<file path="src/inc/evr_pkg.sv">
// Package for the peripheral event router: widths, selector codes, types.
// Assumes a single peripheral clock domain and no software bus.
package evr_pkg;

  // ---------------------------------------------------------------
  // Sizes
  // ---------------------------------------------------------------
  localparam int NUM_CH     = 4;
  localparam int NUM_SRC    = 16;
  localparam int SEL_W      = 5;
  localparam int FILT_W     = 3;
  localparam int FILT_DEF   = 3;
  localparam int QCNT_W     = 16;

  // ---------------------------------------------------------------
  // Source selector codes
  // ---------------------------------------------------------------
  localparam logic [4:0] SEL_OFF     = 5'h00;
  localparam logic [4:0] SEL_SW      = 5'h01;
  localparam logic [4:0] SEL_PERCLK  = 5'h02;
  localparam logic [4:0] SEL_PERIPH0 = 5'h10;

  // ---------------------------------------------------------------
  // Reset values
  // ---------------------------------------------------------------
  localparam logic [4:0] SEL_RST     = 5'h00;
  localparam logic [2:0] FILT_RST    = 3'h0;
  localparam logic [15:0] QCNT_RST   = 16'h0000;

  // Peripheral source vector: one bit per producer
  typedef struct packed {
    logic [3:0] adc_ev;
    logic [1:0] acmp_ev;
    logic [3:0] pin_ev;
    logic       rtc_ev;
    logic [2:0] tc_ev;
    logic       infrared_comm_module_ev;
    logic       usb_ev;
  } evr_src_t;

  // Per channel configuration
  typedef struct packed {
    logic [4:0] sel;
    logic       filt_en;
    logic [2:0] filt_len;
    logic       quad_en;
  } evr_cfg_t;

  typedef enum logic [2:0] {
    QD_IDLE = 3'b001,
    QD_STEP = 3'b010,
    QD_ERR  = 3'b100
  } evr_qd_state_t;

endpackage

</file>
<file path="src/hdl/evr_router.sv">
// Peripheral event router: four channel multiplexers with pin filtering
// and quadrature decoding. Assumes all producers and consumers run on clk
// and that configuration ports are held stable by the system.
`timescale 1ns/100ps

// Behaviour
// RULE_01: Four independent channels each pick their source from their own setting.
// RULE_02: A raised event appears on the channel output at most two clocks later; pin events with their filter on take filt_len + 2 clocks.
// RULE_03: Routing has no sleep gating, so it runs in active and idle sleep alike.
// RULE_04: Software strobes and a peripheral clock tick are selectable sources.
// RULE_05: Converter, comparator, pin, counter, timer, infrared and USB events connect.
// RULE_06: Delivery is pure hardware with no processor or interrupt step.
// RULE_07: Producers pulse their event line on the state change they report.
// RULE_08: Pin events can be filtered and channel pairs decoded as quadrature; only channels 0 and 1 decode, under cfg[0].quad_en.
// RULE_09: All consumers of a channel see its event on the same cycle.
// RULE_10: The off setting keeps the channel output inactive.
module evr_router #(
  parameter int NUM_CH = evr_pkg::NUM_CH
) (
  // Clock and reset
  input  wire logic                       clk,
  input  wire logic                       nrst,
  // Configuration, one entry per channel, and the idle sleep flag
  input  wire evr_pkg::evr_cfg_t [3:0]    cfg,
  input  wire logic [3:0]                 sw_strobe,
  input  wire logic                       sleep_idle,
  // Event producers
  input  wire evr_pkg::evr_src_t          src,
  input  wire logic                       perclk_tick,
  // Event consumers
  output logic [3:0]                      ch_event,
  output logic [15:0]                     quad_count,
  output logic                            quad_dir,
  output logic                            quad_err
);

  // ---------------------------------------------------------------
  // State
  // ---------------------------------------------------------------
  typedef struct packed {
    logic [3:0]            ch;
    logic [3:0]            sw;
    logic                  pclk;
    logic [1:0]            qab;
    logic [15:0]           qcnt;
    logic                  qdir;
    logic                  qerr;
    evr_pkg::evr_qd_state_t qst;
  } evr_state_t;

  evr_state_t st_reg;
  evr_state_t st_next;

  logic [3:0]  pin_filt;
  logic [15:0] src_vec;
  logic [3:0]  ch_raw;

  // ---------------------------------------------------------------
  // Pin filters
  // ---------------------------------------------------------------
  genvar gi;
  generate
    for (gi = 0; gi < 4; gi++) begin : g_filt
      evr_filter u_filt (
        .clk  (clk),
        .nrst (nrst),
        .en   (cfg[gi].filt_en),
        .len  (cfg[gi].filt_len),
        .din  (src.pin_ev[gi]),
        .dout (pin_filt[gi])
      ); // RULE_08
    end
  endgenerate

  // Select one source; unknown or off codes give no event
  function automatic logic pick(input logic [4:0] sel,
                                input logic [15:0] v,
                                input logic sw,
                                input logic pc);
    logic r;
    r = 1'b0;
    if (sel == evr_pkg::SEL_SW) begin
      r = sw; // RULE_04
    end else if (sel == evr_pkg::SEL_PERCLK) begin
      r = pc; // RULE_04
    end else if (sel[4]) begin
      r = v[sel[3:0]];
    end
    return r; // RULE_10
  endfunction

  // ---------------------------------------------------------------
  // Routing
  // ---------------------------------------------------------------
  // Pin events pass the filter stage first, so they arrive one cycle (filt_len + 1 with the
  // filter on) after other peripheral sources; with the filter off, both stay within two cycles.
  always_comb begin
    src_vec = {src.adc_ev, src.acmp_ev, pin_filt, src.rtc_ev,
               src.tc_ev, src.infrared_comm_module_ev,
               src.usb_ev}; // RULE_05
    for (int c = 0; c < 4; c++) begin
      ch_raw[c] = pick(cfg[c].sel, src_vec, st_reg.sw[c],
                       st_reg.pclk); // RULE_01
    end
  end

  // Gray step table for quadrature: +1, -1, or illegal double step
  function automatic logic [1:0] qstep(input logic [1:0] o,
                                       input logic [1:0] n);
    logic [1:0] r;
    r = 2'h0;
    if (o != n) begin
      if ((o ^ n) == 2'h3) begin
        r = 2'h3;
      end else if ({o[0] ^ n[1]} == 1'b1) begin
        r = 2'h1;
      end else begin
        r = 2'h2;
      end
    end
    return r;
  endfunction

  always_comb begin
    logic [1:0] step;
    step = qstep(st_reg.qab, {st_reg.ch[0], st_reg.ch[1]});
    st_next = st_reg;
    // No dependency on sleep_idle: events route in idle sleep too
    st_next.sw   = sw_strobe; // RULE_03
    st_next.pclk = perclk_tick;
    st_next.ch   = ch_raw; // RULE_02 RULE_06 RULE_09
    st_next.qab  = {st_reg.ch[0], st_reg.ch[1]};
    case (st_reg.qst)
      evr_pkg::QD_IDLE: begin
        if (cfg[0].quad_en && step != 2'h0) begin
          st_next.qst = evr_pkg::QD_STEP;
        end
      end
      evr_pkg::QD_STEP: begin
        if (!cfg[0].quad_en) begin
          st_next.qst = evr_pkg::QD_IDLE;
        end else if (step == 2'h3) begin
          st_next.qerr = 1'b1;
          st_next.qst  = evr_pkg::QD_ERR;
        end else if (step == 2'h1) begin
          st_next.qcnt = st_reg.qcnt + 16'h0001; // RULE_08
          st_next.qdir = 1'b0;
        end else if (step == 2'h2) begin
          st_next.qcnt = st_reg.qcnt - 16'h0001; // RULE_08
          st_next.qdir = 1'b1;
        end
      end
      evr_pkg::QD_ERR: begin
        // Error holds until decoding is turned off
        if (!cfg[0].quad_en) begin
          st_next.qerr = 1'b0;
          st_next.qst  = evr_pkg::QD_IDLE;
        end
      end
      default: begin
        st_next.qst = evr_pkg::QD_IDLE;
      end
    endcase
  end

  always_ff @(posedge clk or negedge nrst) begin
    if (!nrst) begin
      st_reg      <= '0;
      st_reg.qcnt <= evr_pkg::QCNT_RST;
      st_reg.qst  <= evr_pkg::QD_IDLE;
    end else begin
      st_reg <= st_next;
    end
  end

  assign ch_event   = st_reg.ch;
  assign quad_count = st_reg.qcnt;
  assign quad_dir   = st_reg.qdir;
  assign quad_err   = st_reg.qerr;

endmodule // evr_router

</file>
<file path="src/hdl/evr_filter.sv">
// Digital input filter: output follows input once it has held steady.
// Assumes input synchronous to clk; length 0 passes data one cycle late.
`timescale 1ns/100ps

module evr_filter (
  // Clock and reset
  input  wire logic       clk,
  input  wire logic       nrst,
  // Control
  input  wire logic       en,
  input  wire logic [2:0] len,
  // Data
  input  wire logic       din,
  output logic            dout
);

  typedef struct packed {
    logic       out;
    logic [2:0] cnt;
  } evr_filt_state_t;

  evr_filt_state_t st_reg;
  evr_filt_state_t st_next;

  always_comb begin
    st_next = st_reg;
    if (!en || din == st_reg.out) begin
      st_next.cnt = 3'h0;
      st_next.out = din;
    end else if (st_reg.cnt >= len) begin
      st_next.cnt = 3'h0;
      st_next.out = din;
    end else begin
      st_next.cnt = st_reg.cnt + 3'h1;
    end
  end

  always_ff @(posedge clk or negedge nrst) begin
    if (!nrst) begin
      st_reg <= '0;
    end else begin
      st_reg <= st_next;
    end
  end

  assign dout = st_reg.out;

endmodule // evr_filter

</file>
<file path="config.mk">
export PLATFORM = sky130hd
export DESIGN_NAME = evr_router
export DESIGN_NICKNAME = d
export VERILOG_FILES = /design/src/inc/evr_pkg.sv /design/src/hdl/evr_router.sv /design/src/hdl/evr_filter.sv
export SDC_FILE = /design/constraint.sdc
export NUM_CORES = 1
export LEC_CHECK = 0
export BUFFER_PORTS_ARGS = -buffer_cell sky130_fd_sc_hd__buf_2
export CORE_ASPECT_RATIO = 1.75
export CORE_MARGIN = 4
export CORE_UTILIZATION = 59
export CTS_CLUSTER_DIAMETER = 60
export CTS_CLUSTER_SIZE = 12
export DETAILED_ROUTE_END_ITERATION = 16
export PLACE_DENSITY_LB_ADDON = 0.08
export SLEW_MARGIN = 20
export SYNTH_ARGS = -nofsm -noshare
export SYNTH_HDL_FRONTEND = slang
export SYNTH_HIERARCHICAL = 1
export SYNTH_SLANG_ARGS = --single-unit
</file>
<file path="constraint.sdc">
create_clock -name clk -period 9.7 [get_ports clk]
set_input_delay 0.97 -clock clk [delete_from_list [all_inputs] [get_ports clk]]
set_output_delay 0.97 -clock clk [all_outputs]
set_load 0.005 [all_outputs]
</file>
==> results of run 1 <==
==> final cells by class <==
| type | instances | area [um2] | share of cell area, % |
|---|---|---|---|
| tap | 80 | 100 | 2.42 |
| timing repair buffer | 83 | 433 | 10.5 |
| multi-input combinational | 258 | 2230 | 53.7 |
| sequential | 48 | 1200 | 29.0 |
| clock inverter | 1 | 7.51 | 0.181 |
| clock buffer | 7 | 86.3 | 2.08 |
| inverter | 23 | 86.3 | 2.08 |
==> final timing paths <==
check                                      start                    endpoint  slack, ns  depth (start not counted)
setup / recovery           ch_event[0]$_DFF_PN0_  quad_count[13]$_DFFE_PN0P_       6.03                         11
hold / removal             ch_event[1]$_DFF_PN0_        st_reg[21]$_DFF_PN0_       0.44                          0
setup reg to reg           ch_event[0]$_DFF_PN0_  quad_count[13]$_DFFE_PN0P_       6.03                         11
hold reg to reg            ch_event[1]$_DFF_PN0_        st_reg[21]$_DFF_PN0_       0.44                          0
max in group asynchronous                   nrst       st_reg[0]$_DFFE_PN1P_       8.45                          2
min in group asynchronous                   nrst   quad_count[4]$_DFFE_PN0P_       0.63                          1
==> cells by family (layout without fill, tap and decap cells) <==
logic type,after synthesis,count (layout),share of synthesized area [%]
AO/OA/AOI/OAI,76,76,13.9
XOR/XNOR,20,20,4.69
adder cells (fa/ha/maj),35,35,11.9
buffers and inverters,53,114,8.15
flip-flops,48,48,32.2
multiplexers,25,25,15.6
AND/OR/NAND/NOR,102,102,13.6
==> routing by layer <==
metal,track usage [%],share of wire [%],up-vias
met5,0,0,-
met2,42.0,56,80
met3,4.77,5.3,14
met4,7.70,2.5,0
met1,23.3,36,1364
li1,-,-,1425
==> stage by stage <==
step                hold slack (ns)  util [%]  cell area [um2]  std cells
floorplan                     0.394         -             3730        359
global placement              0.428      65.2             4030        491
detailed placement            0.432      65.5             4050        492
CTS                           0.452      67.0             4140        500
global route                  0.480      67.0             4140        500
finish                        0.441      67.0             4140        500
==> cell usage in the layout (no fill, tap or decap), types with 2 or more instances in the layout <==
master,instances
a21oi_1,13
nand2_1,38
o21a_1,5
o211ai_2,4
nand4_1,6
o31ai_1,3
a21o_1,3
o211ai_1,4
buf_2,81
nor2_1,24
nor3_1,9
mux4_1,16
o2111ai_1,5
nor3b_1,3
nor2b_4,4
mux2_4,4
o31a_1,2
and4_1,2
nor2b_1,5
a22o_1,4
a211oi_1,3
o22ai_1,3
mux4_2,4
clkbuf_8,6
dfrtp_1,47
ha_1,34
nand3_1,5
xnor2_1,11
nand2b_1,2
or3_1,2
xor2_1,9
o21ai_0,21
inv_1,23
==> power groups by stage <==
stage | Sequential (mW) | Combinational (mW) | Clock (mW)
5_1_grt | 0.288 | 0.571 | 0.136
3_5_place_dp | 0.286 | 0.502 | 0
3_3_place_gp | 0.284 | 0.490 | 0
4_1_cts | 0.282 | 0.504 | 0.131
2_1_floorplan | 0.275 | 0.413 | 0
6_report | 0.282 | 0.499 | 0.125
==> key figures, run 1 <==
STA
  – Highest clock rate: 0.272 GHz
  – Worst Max-Slew Pin Slew: 0.625 ns
  – Setup TNS: 0 ns
  – Skew final: 0.0161 ns
  – # setup viols final: 0
  – Rel. slew slack: 58.3%
  – Final min period: 3.67 ns
  – RSZ-0062 raised after global routing: false
  – Hold violation total from the final report: 0
  – Slew Limit Fails: 0
  – Setup ws final: 6.03 ns
  – Final Cycle Share: 37.9%

Worst setup path
  – Crit-path slowest cell: or3_1
  – Critical path type: reg2reg
  – Crit path top cell by count: ha_1
  – Arrival @ worst endpoint: 3.85 ns
  – Startpoint Class: flip-flop
  – Worst setup EP type: flip-flop
  – CP peak stage delay: 0.64 ns
  – Worst path buffer plus inverter count: 1
  – Worst-path cell chain: xor2_1, inv_1, ha_1, or3_1, ha_1, a21oi_1, a211oi_1, nor2_1, o21ai_0, o211ai_1, a221o_1
  – CP max FO: 16
  – CP required: 9.88 ns
  – Family with the most delay on the worst path: compound AO/OA/AOI/OAI gates

Drt
  – Post-route DRC: 0
  – Drt wl/cell: 15.5 um
  – DRT antenna net count: 0
  – First drt pass iteration count: 4
  – Drt initial violations: 137
  – Post-Route WL: 7.75 mm
  – DR vias/cell: 5.77
  – Detailed-route via count: 2883

Synthesis
  – Most common cell in the netlist: dfrtp_1
  – Synthesized flop and latch total: 48
  – Yosys top cell by area: dfrtp_1
  – Sequential-to-total area share from yosys stat: 32.2%
  – Post-synth EDFFs: 0
  – Post-Synthesis Cell Area: 3730 um2
  – Async SR Flop Fraction: 100%
  – Post-synth net total: 458
  – Synth top area share: 31.5%
  – Mapped Avg Cell Area: 10.4 um2
  – Synth cell types: 45
  – Synth Instances: 359
  – Area contributors post-synth: dfrtp_1 32%, ha_1 11%, mux4_1 11%
  – YS warnings: 6
  – Post-synth top flop: dfrtp_1
  – Commonest cells post-synth: 47 x dfrtp_1, 38 x nand2_1, 34 x ha_1

Clock network
  – Inserted Clock Buffers: 5
  – Htree depth: 2
  – Deepest clock path buffer count: 2
  – Hold Buf Count CTS: 0
  – Post-cts resize count: 0
  – CTS tree: yes
  – Sink Count: 48
  – CTS root buf: clkbuf_8
  – CTS clk-pin slew, worst paths: 0.09 ns
  – Postcts setup bufs: 0
  – Clock latency at the later pin of the worst-skew pair: 0.31 ns

Floorplanning
  – Initial Util: 60.4%
  – Num ports: 86
  – Die area: 7710 um2
  – Core region area: 6180 um2
  – DIE HEIGHT: 113 um
  – Rows: 38
  – Chip width: 68.1 um

Placement
  – PortBufs: 81
  – Global placer's final weighted congestion: 0.924
  – DP HPWL: 6.38 mm
  – Pre-CTS setup slack: 6.02 ns

Final layout
  – Layout cell share with drive strength beyond 1: 25.5%
  – Fillers: 533
  – # diodes: 0
  – Nets: 518
  – Max reg flops: 16
  – Syn-to-layout area delta: 11.0%

Power and ir drop
  – Sw frac: 42.1%
  – Internal Pwr Total: 0.524 mW
  – Power Total: 0.906 mW
  – Leak: 2.04 nW
  – Comb power frac: 55.1%
  – Clk pwr share: 13.8%
  – Seq pwr share: 31.1%
  – Max VDD drop: 115 uV
  – Power per standard cell area: 219 nW/um2
  – Net switching power: 0.382 mW

Hold path
  – Class of the worst hold path: reg2reg

Global route
  – All-layer global routing usage: 22.4%
  – Global-route wire length before repair: 13.2 mm
  – Largest net degree at the start of global routing: 33
  – Gr ovfl total: 0
  – Via count of the first global-routing pass: 3029
  – Initial antenna violation count: 0

Flow run
  – Max-Cap Viols: 0

Outcome
  – Status: complete, no violations
(Power assumes the default switching activity.)
==> inputs of run 2 (changes only) <==
Settings changed: CORE_UTILIZATION 59 to 55.
Clock period 9.7 ns to 3.7 ns, I/O delays scaled along.
==> run 2 against run 1 <==
Fmax grew 9.8%; die area is 6.6% higher; final cell count increased by 0.40%; critical path type unchanged; critical endpoint is now quad_count[10]$_DFFE_PN0P_; highest routed layer unchanged.
==> key figures, run 2 (synthesized netlist as in run 1, its figures left out) <==
Placement
  – DP HPWL: 6.38 mm
  – Post-DP Area: 4050 um2
  – Global placer's final weighted congestion: 0.875
  – PortBufs: 81
  – Placed cell count: 495
  – Pre-CTS setup slack: 0.349 ns

Power and ir drop
  – Clk pwr share: 17.4%
  – Power per standard cell area: 603 nW/um2
  – Comb power frac: 53.3%
  – Internal Pwr Total: 1.49 mW
  – Net switching power: 1.03 mW
  – Power Total: 2.52 mW
  – Seq pwr share: 29.3%
  – Sw frac: 41.0%
  – Max VDD drop: 340 uV
  – Leak: 2.07 nW

Floorplanning
  – Num ports: 86
  – DIE HEIGHT: 117 um
  – Rows: 39
  – Die area: 8220 um2
  – Chip width: 70.3 um
  – Core region area: 6590 um2
  – Initial Util: 56.7%

Global route
  – Largest net degree at the start of global routing: 49
  – Gr ovfl total: 0
  – Initial antenna violation count: 0
  – Via count of the first global-routing pass: 2940
  – All-layer global routing usage: 20.3%
  – Global-route wire length before repair: 13.2 mm

Drt
  – DRT antenna net count: 0
  – Post-Route WL: 7.95 mm
  – Drt wl/cell: 15.8 um
  – First drt pass iteration count: 4
  – Post-route DRC: 0
  – Detailed-route via count: 2930
  – Drt initial violations: 98
  – DR vias/cell: 5.84

Worst setup path
  – Startpoint Class: flip-flop
  – CP max FO: 16
  – Worst R2R End: quad_count[10]$_DFFE_PN0P_
  – Critical Path Stages: 12
  – Critical Path Sink: quad_count[10]$_DFFE_PN0P_
  – Reg-to-reg setup timing slack: 0.36 ns
  – Worst-path cell chain: xor2_1, inv_1, ha_1, or3_1, buf_4, ha_1, nor2b_1, o31a_1, o31a_1, a41oi_1, xor2_1, o21ai_1
  – Worst path buffer plus inverter count: 2
  – Worst flop-to-flop path startpoint: ch_event[0]$_DFF_PN0_
  – CP required: 3.88 ns
  – Reg2Reg Depth: 12
  – Crit path from: ch_event[0]$_DFF_PN0_
  – Worst setup EP type: flip-flop
  – Critical path type: reg2reg
  – Crit-path slowest cell: dfrtp_1
  – Arrival @ worst endpoint: 3.52 ns
  – CP peak stage delay: 0.42 ns
  – Family with the most delay on the worst path: compound AO/OA/AOI/OAI gates

Clock network
  – CTS tree: yes
  – CTS root buf: clkbuf_16
  – Deepest clock path buffer count: 2
  – Inserted Clock Buffers: 5
  – Post-cts resize count: 0
  – Postcts setup bufs: 0
  – Hold Buf Count CTS: 0
  – Clock latency at the later pin of the worst-skew pair: 0.29 ns
  – Sink Count: 48
  – CTS clk-pin slew, worst paths: 0.07 ns
  – Htree depth: 2

STA
  – Hold Slack: 0.0891 ns
  – Rel. slew slack: 58.6%
  – Setup ws final: 0.355 ns
  – Worst Max-Slew Pin Slew: 0.621 ns
  – Highest clock rate: 0.299 GHz
  – Hold violation total from the final report: 0
  – Setup TNS: 0 ns
  – # setup viols final: 0
  – Slew Limit Fails: 0
  – Skew final: 0.00702 ns
  – Final Cycle Share: 90.4%
  – Final min period: 3.34 ns
  – RSZ-0062 raised after global routing: false

Final layout
  – Post-route design area: 4180 um2
  – Max reg flops: 16
  – # diodes: 0
  – Nets: 519
  – Most frequent cells in the layout: 80 x buf_2, 47 x dfrtp_1, 38 x nand2_1, 34 x ha_1, 24 x nor2_1
  – Layout Cells excl Fill: 502
  – Most common cell after layout, fill and taps aside: buf_2
  – Layout cell share with drive strength beyond 1: 25.5%
  – Final core occ: 63.5%
  – Syn-to-layout area delta: 12.0%

Flow run
  – Max-Cap Viols: 0

Outcome
  – Status: complete, no violations

Hold path
  – Class of the worst hold path: in2async
[run 2: area by class of cell]
cell class / instances / area, um2
clock inverter: 1 / 5.00
fill: 575 / 2410
timing repair buffer: 84 / 430
inverter: 23 / 86.3
tap: 82 / 103
sequential: 48 / 1200
clock buffer: 6 / 129
multi-input combinational: 258 / 2230
[run 2: worst min-delay path by stage]
stage / start / to / slack, ns / cells after the start
after floorplan: nrst / ch_event[0]$_DFF_PN0_ / 0.07 / 0
after global placement: ch_event[1]$_DFF_PN0_ / st_reg[21]$_DFF_PN0_ / 0.40 / 0
after detailed placement: ch_event[1]$_DFF_PN0_ / st_reg[21]$_DFF_PN0_ / 0.41 / 0
after CTS: sw_strobe[0] / st_reg[24]$_DFF_PN0_ / 0.18 / 1
after global routing: nrst / quad_count[7]$_DFFE_PN0P_ / 0.14 / 1
final: nrst / quad_count[7]$_DFFE_PN0P_ / 0.09 / 1
[run 2: metal layers]
metal | share of wire, % | vias up | routed length (um) | GRT usage (%)
li1 | - | 1427 | - | -
met1 | 36 | 1412 | 2890 | 21.5
met2 | 57 | 81 | 4520 | 39.8
met3 | 4.9 | 10 | 387 | 3.25
met4 | 1.9 | 0 | 151 | 7.16
met5 | 0 | - | 0 | 0
[run 2: worst reg2reg max path: cells and delay by family, from the launching register on]
| family | cells | cell delay (ns) |
|---|---|---|
| AO/OA/AOI/OAI | 4 | 1.03 |
| XOR/XNOR | 2 | 0.46 |
| adder cells (fa/ha/maj) | 2 | 0.54 |
| buffers and inverters | 2 | 0.29 |
| flip-flops | 1 | 0.42 |
| AND/OR/NAND/NOR | 2 | 0.50 |
[run 2: power groups by stage]
stage               clock network, mW  logic [mW]  registers, mW
global placement                    0        1.32          0.747
floorplan                           0        1.08          0.722
finish                          0.438        1.34          0.740
CTS                             0.453        1.35          0.744
detailed placement                  0        1.34          0.754
global route                    0.472        1.52          0.756
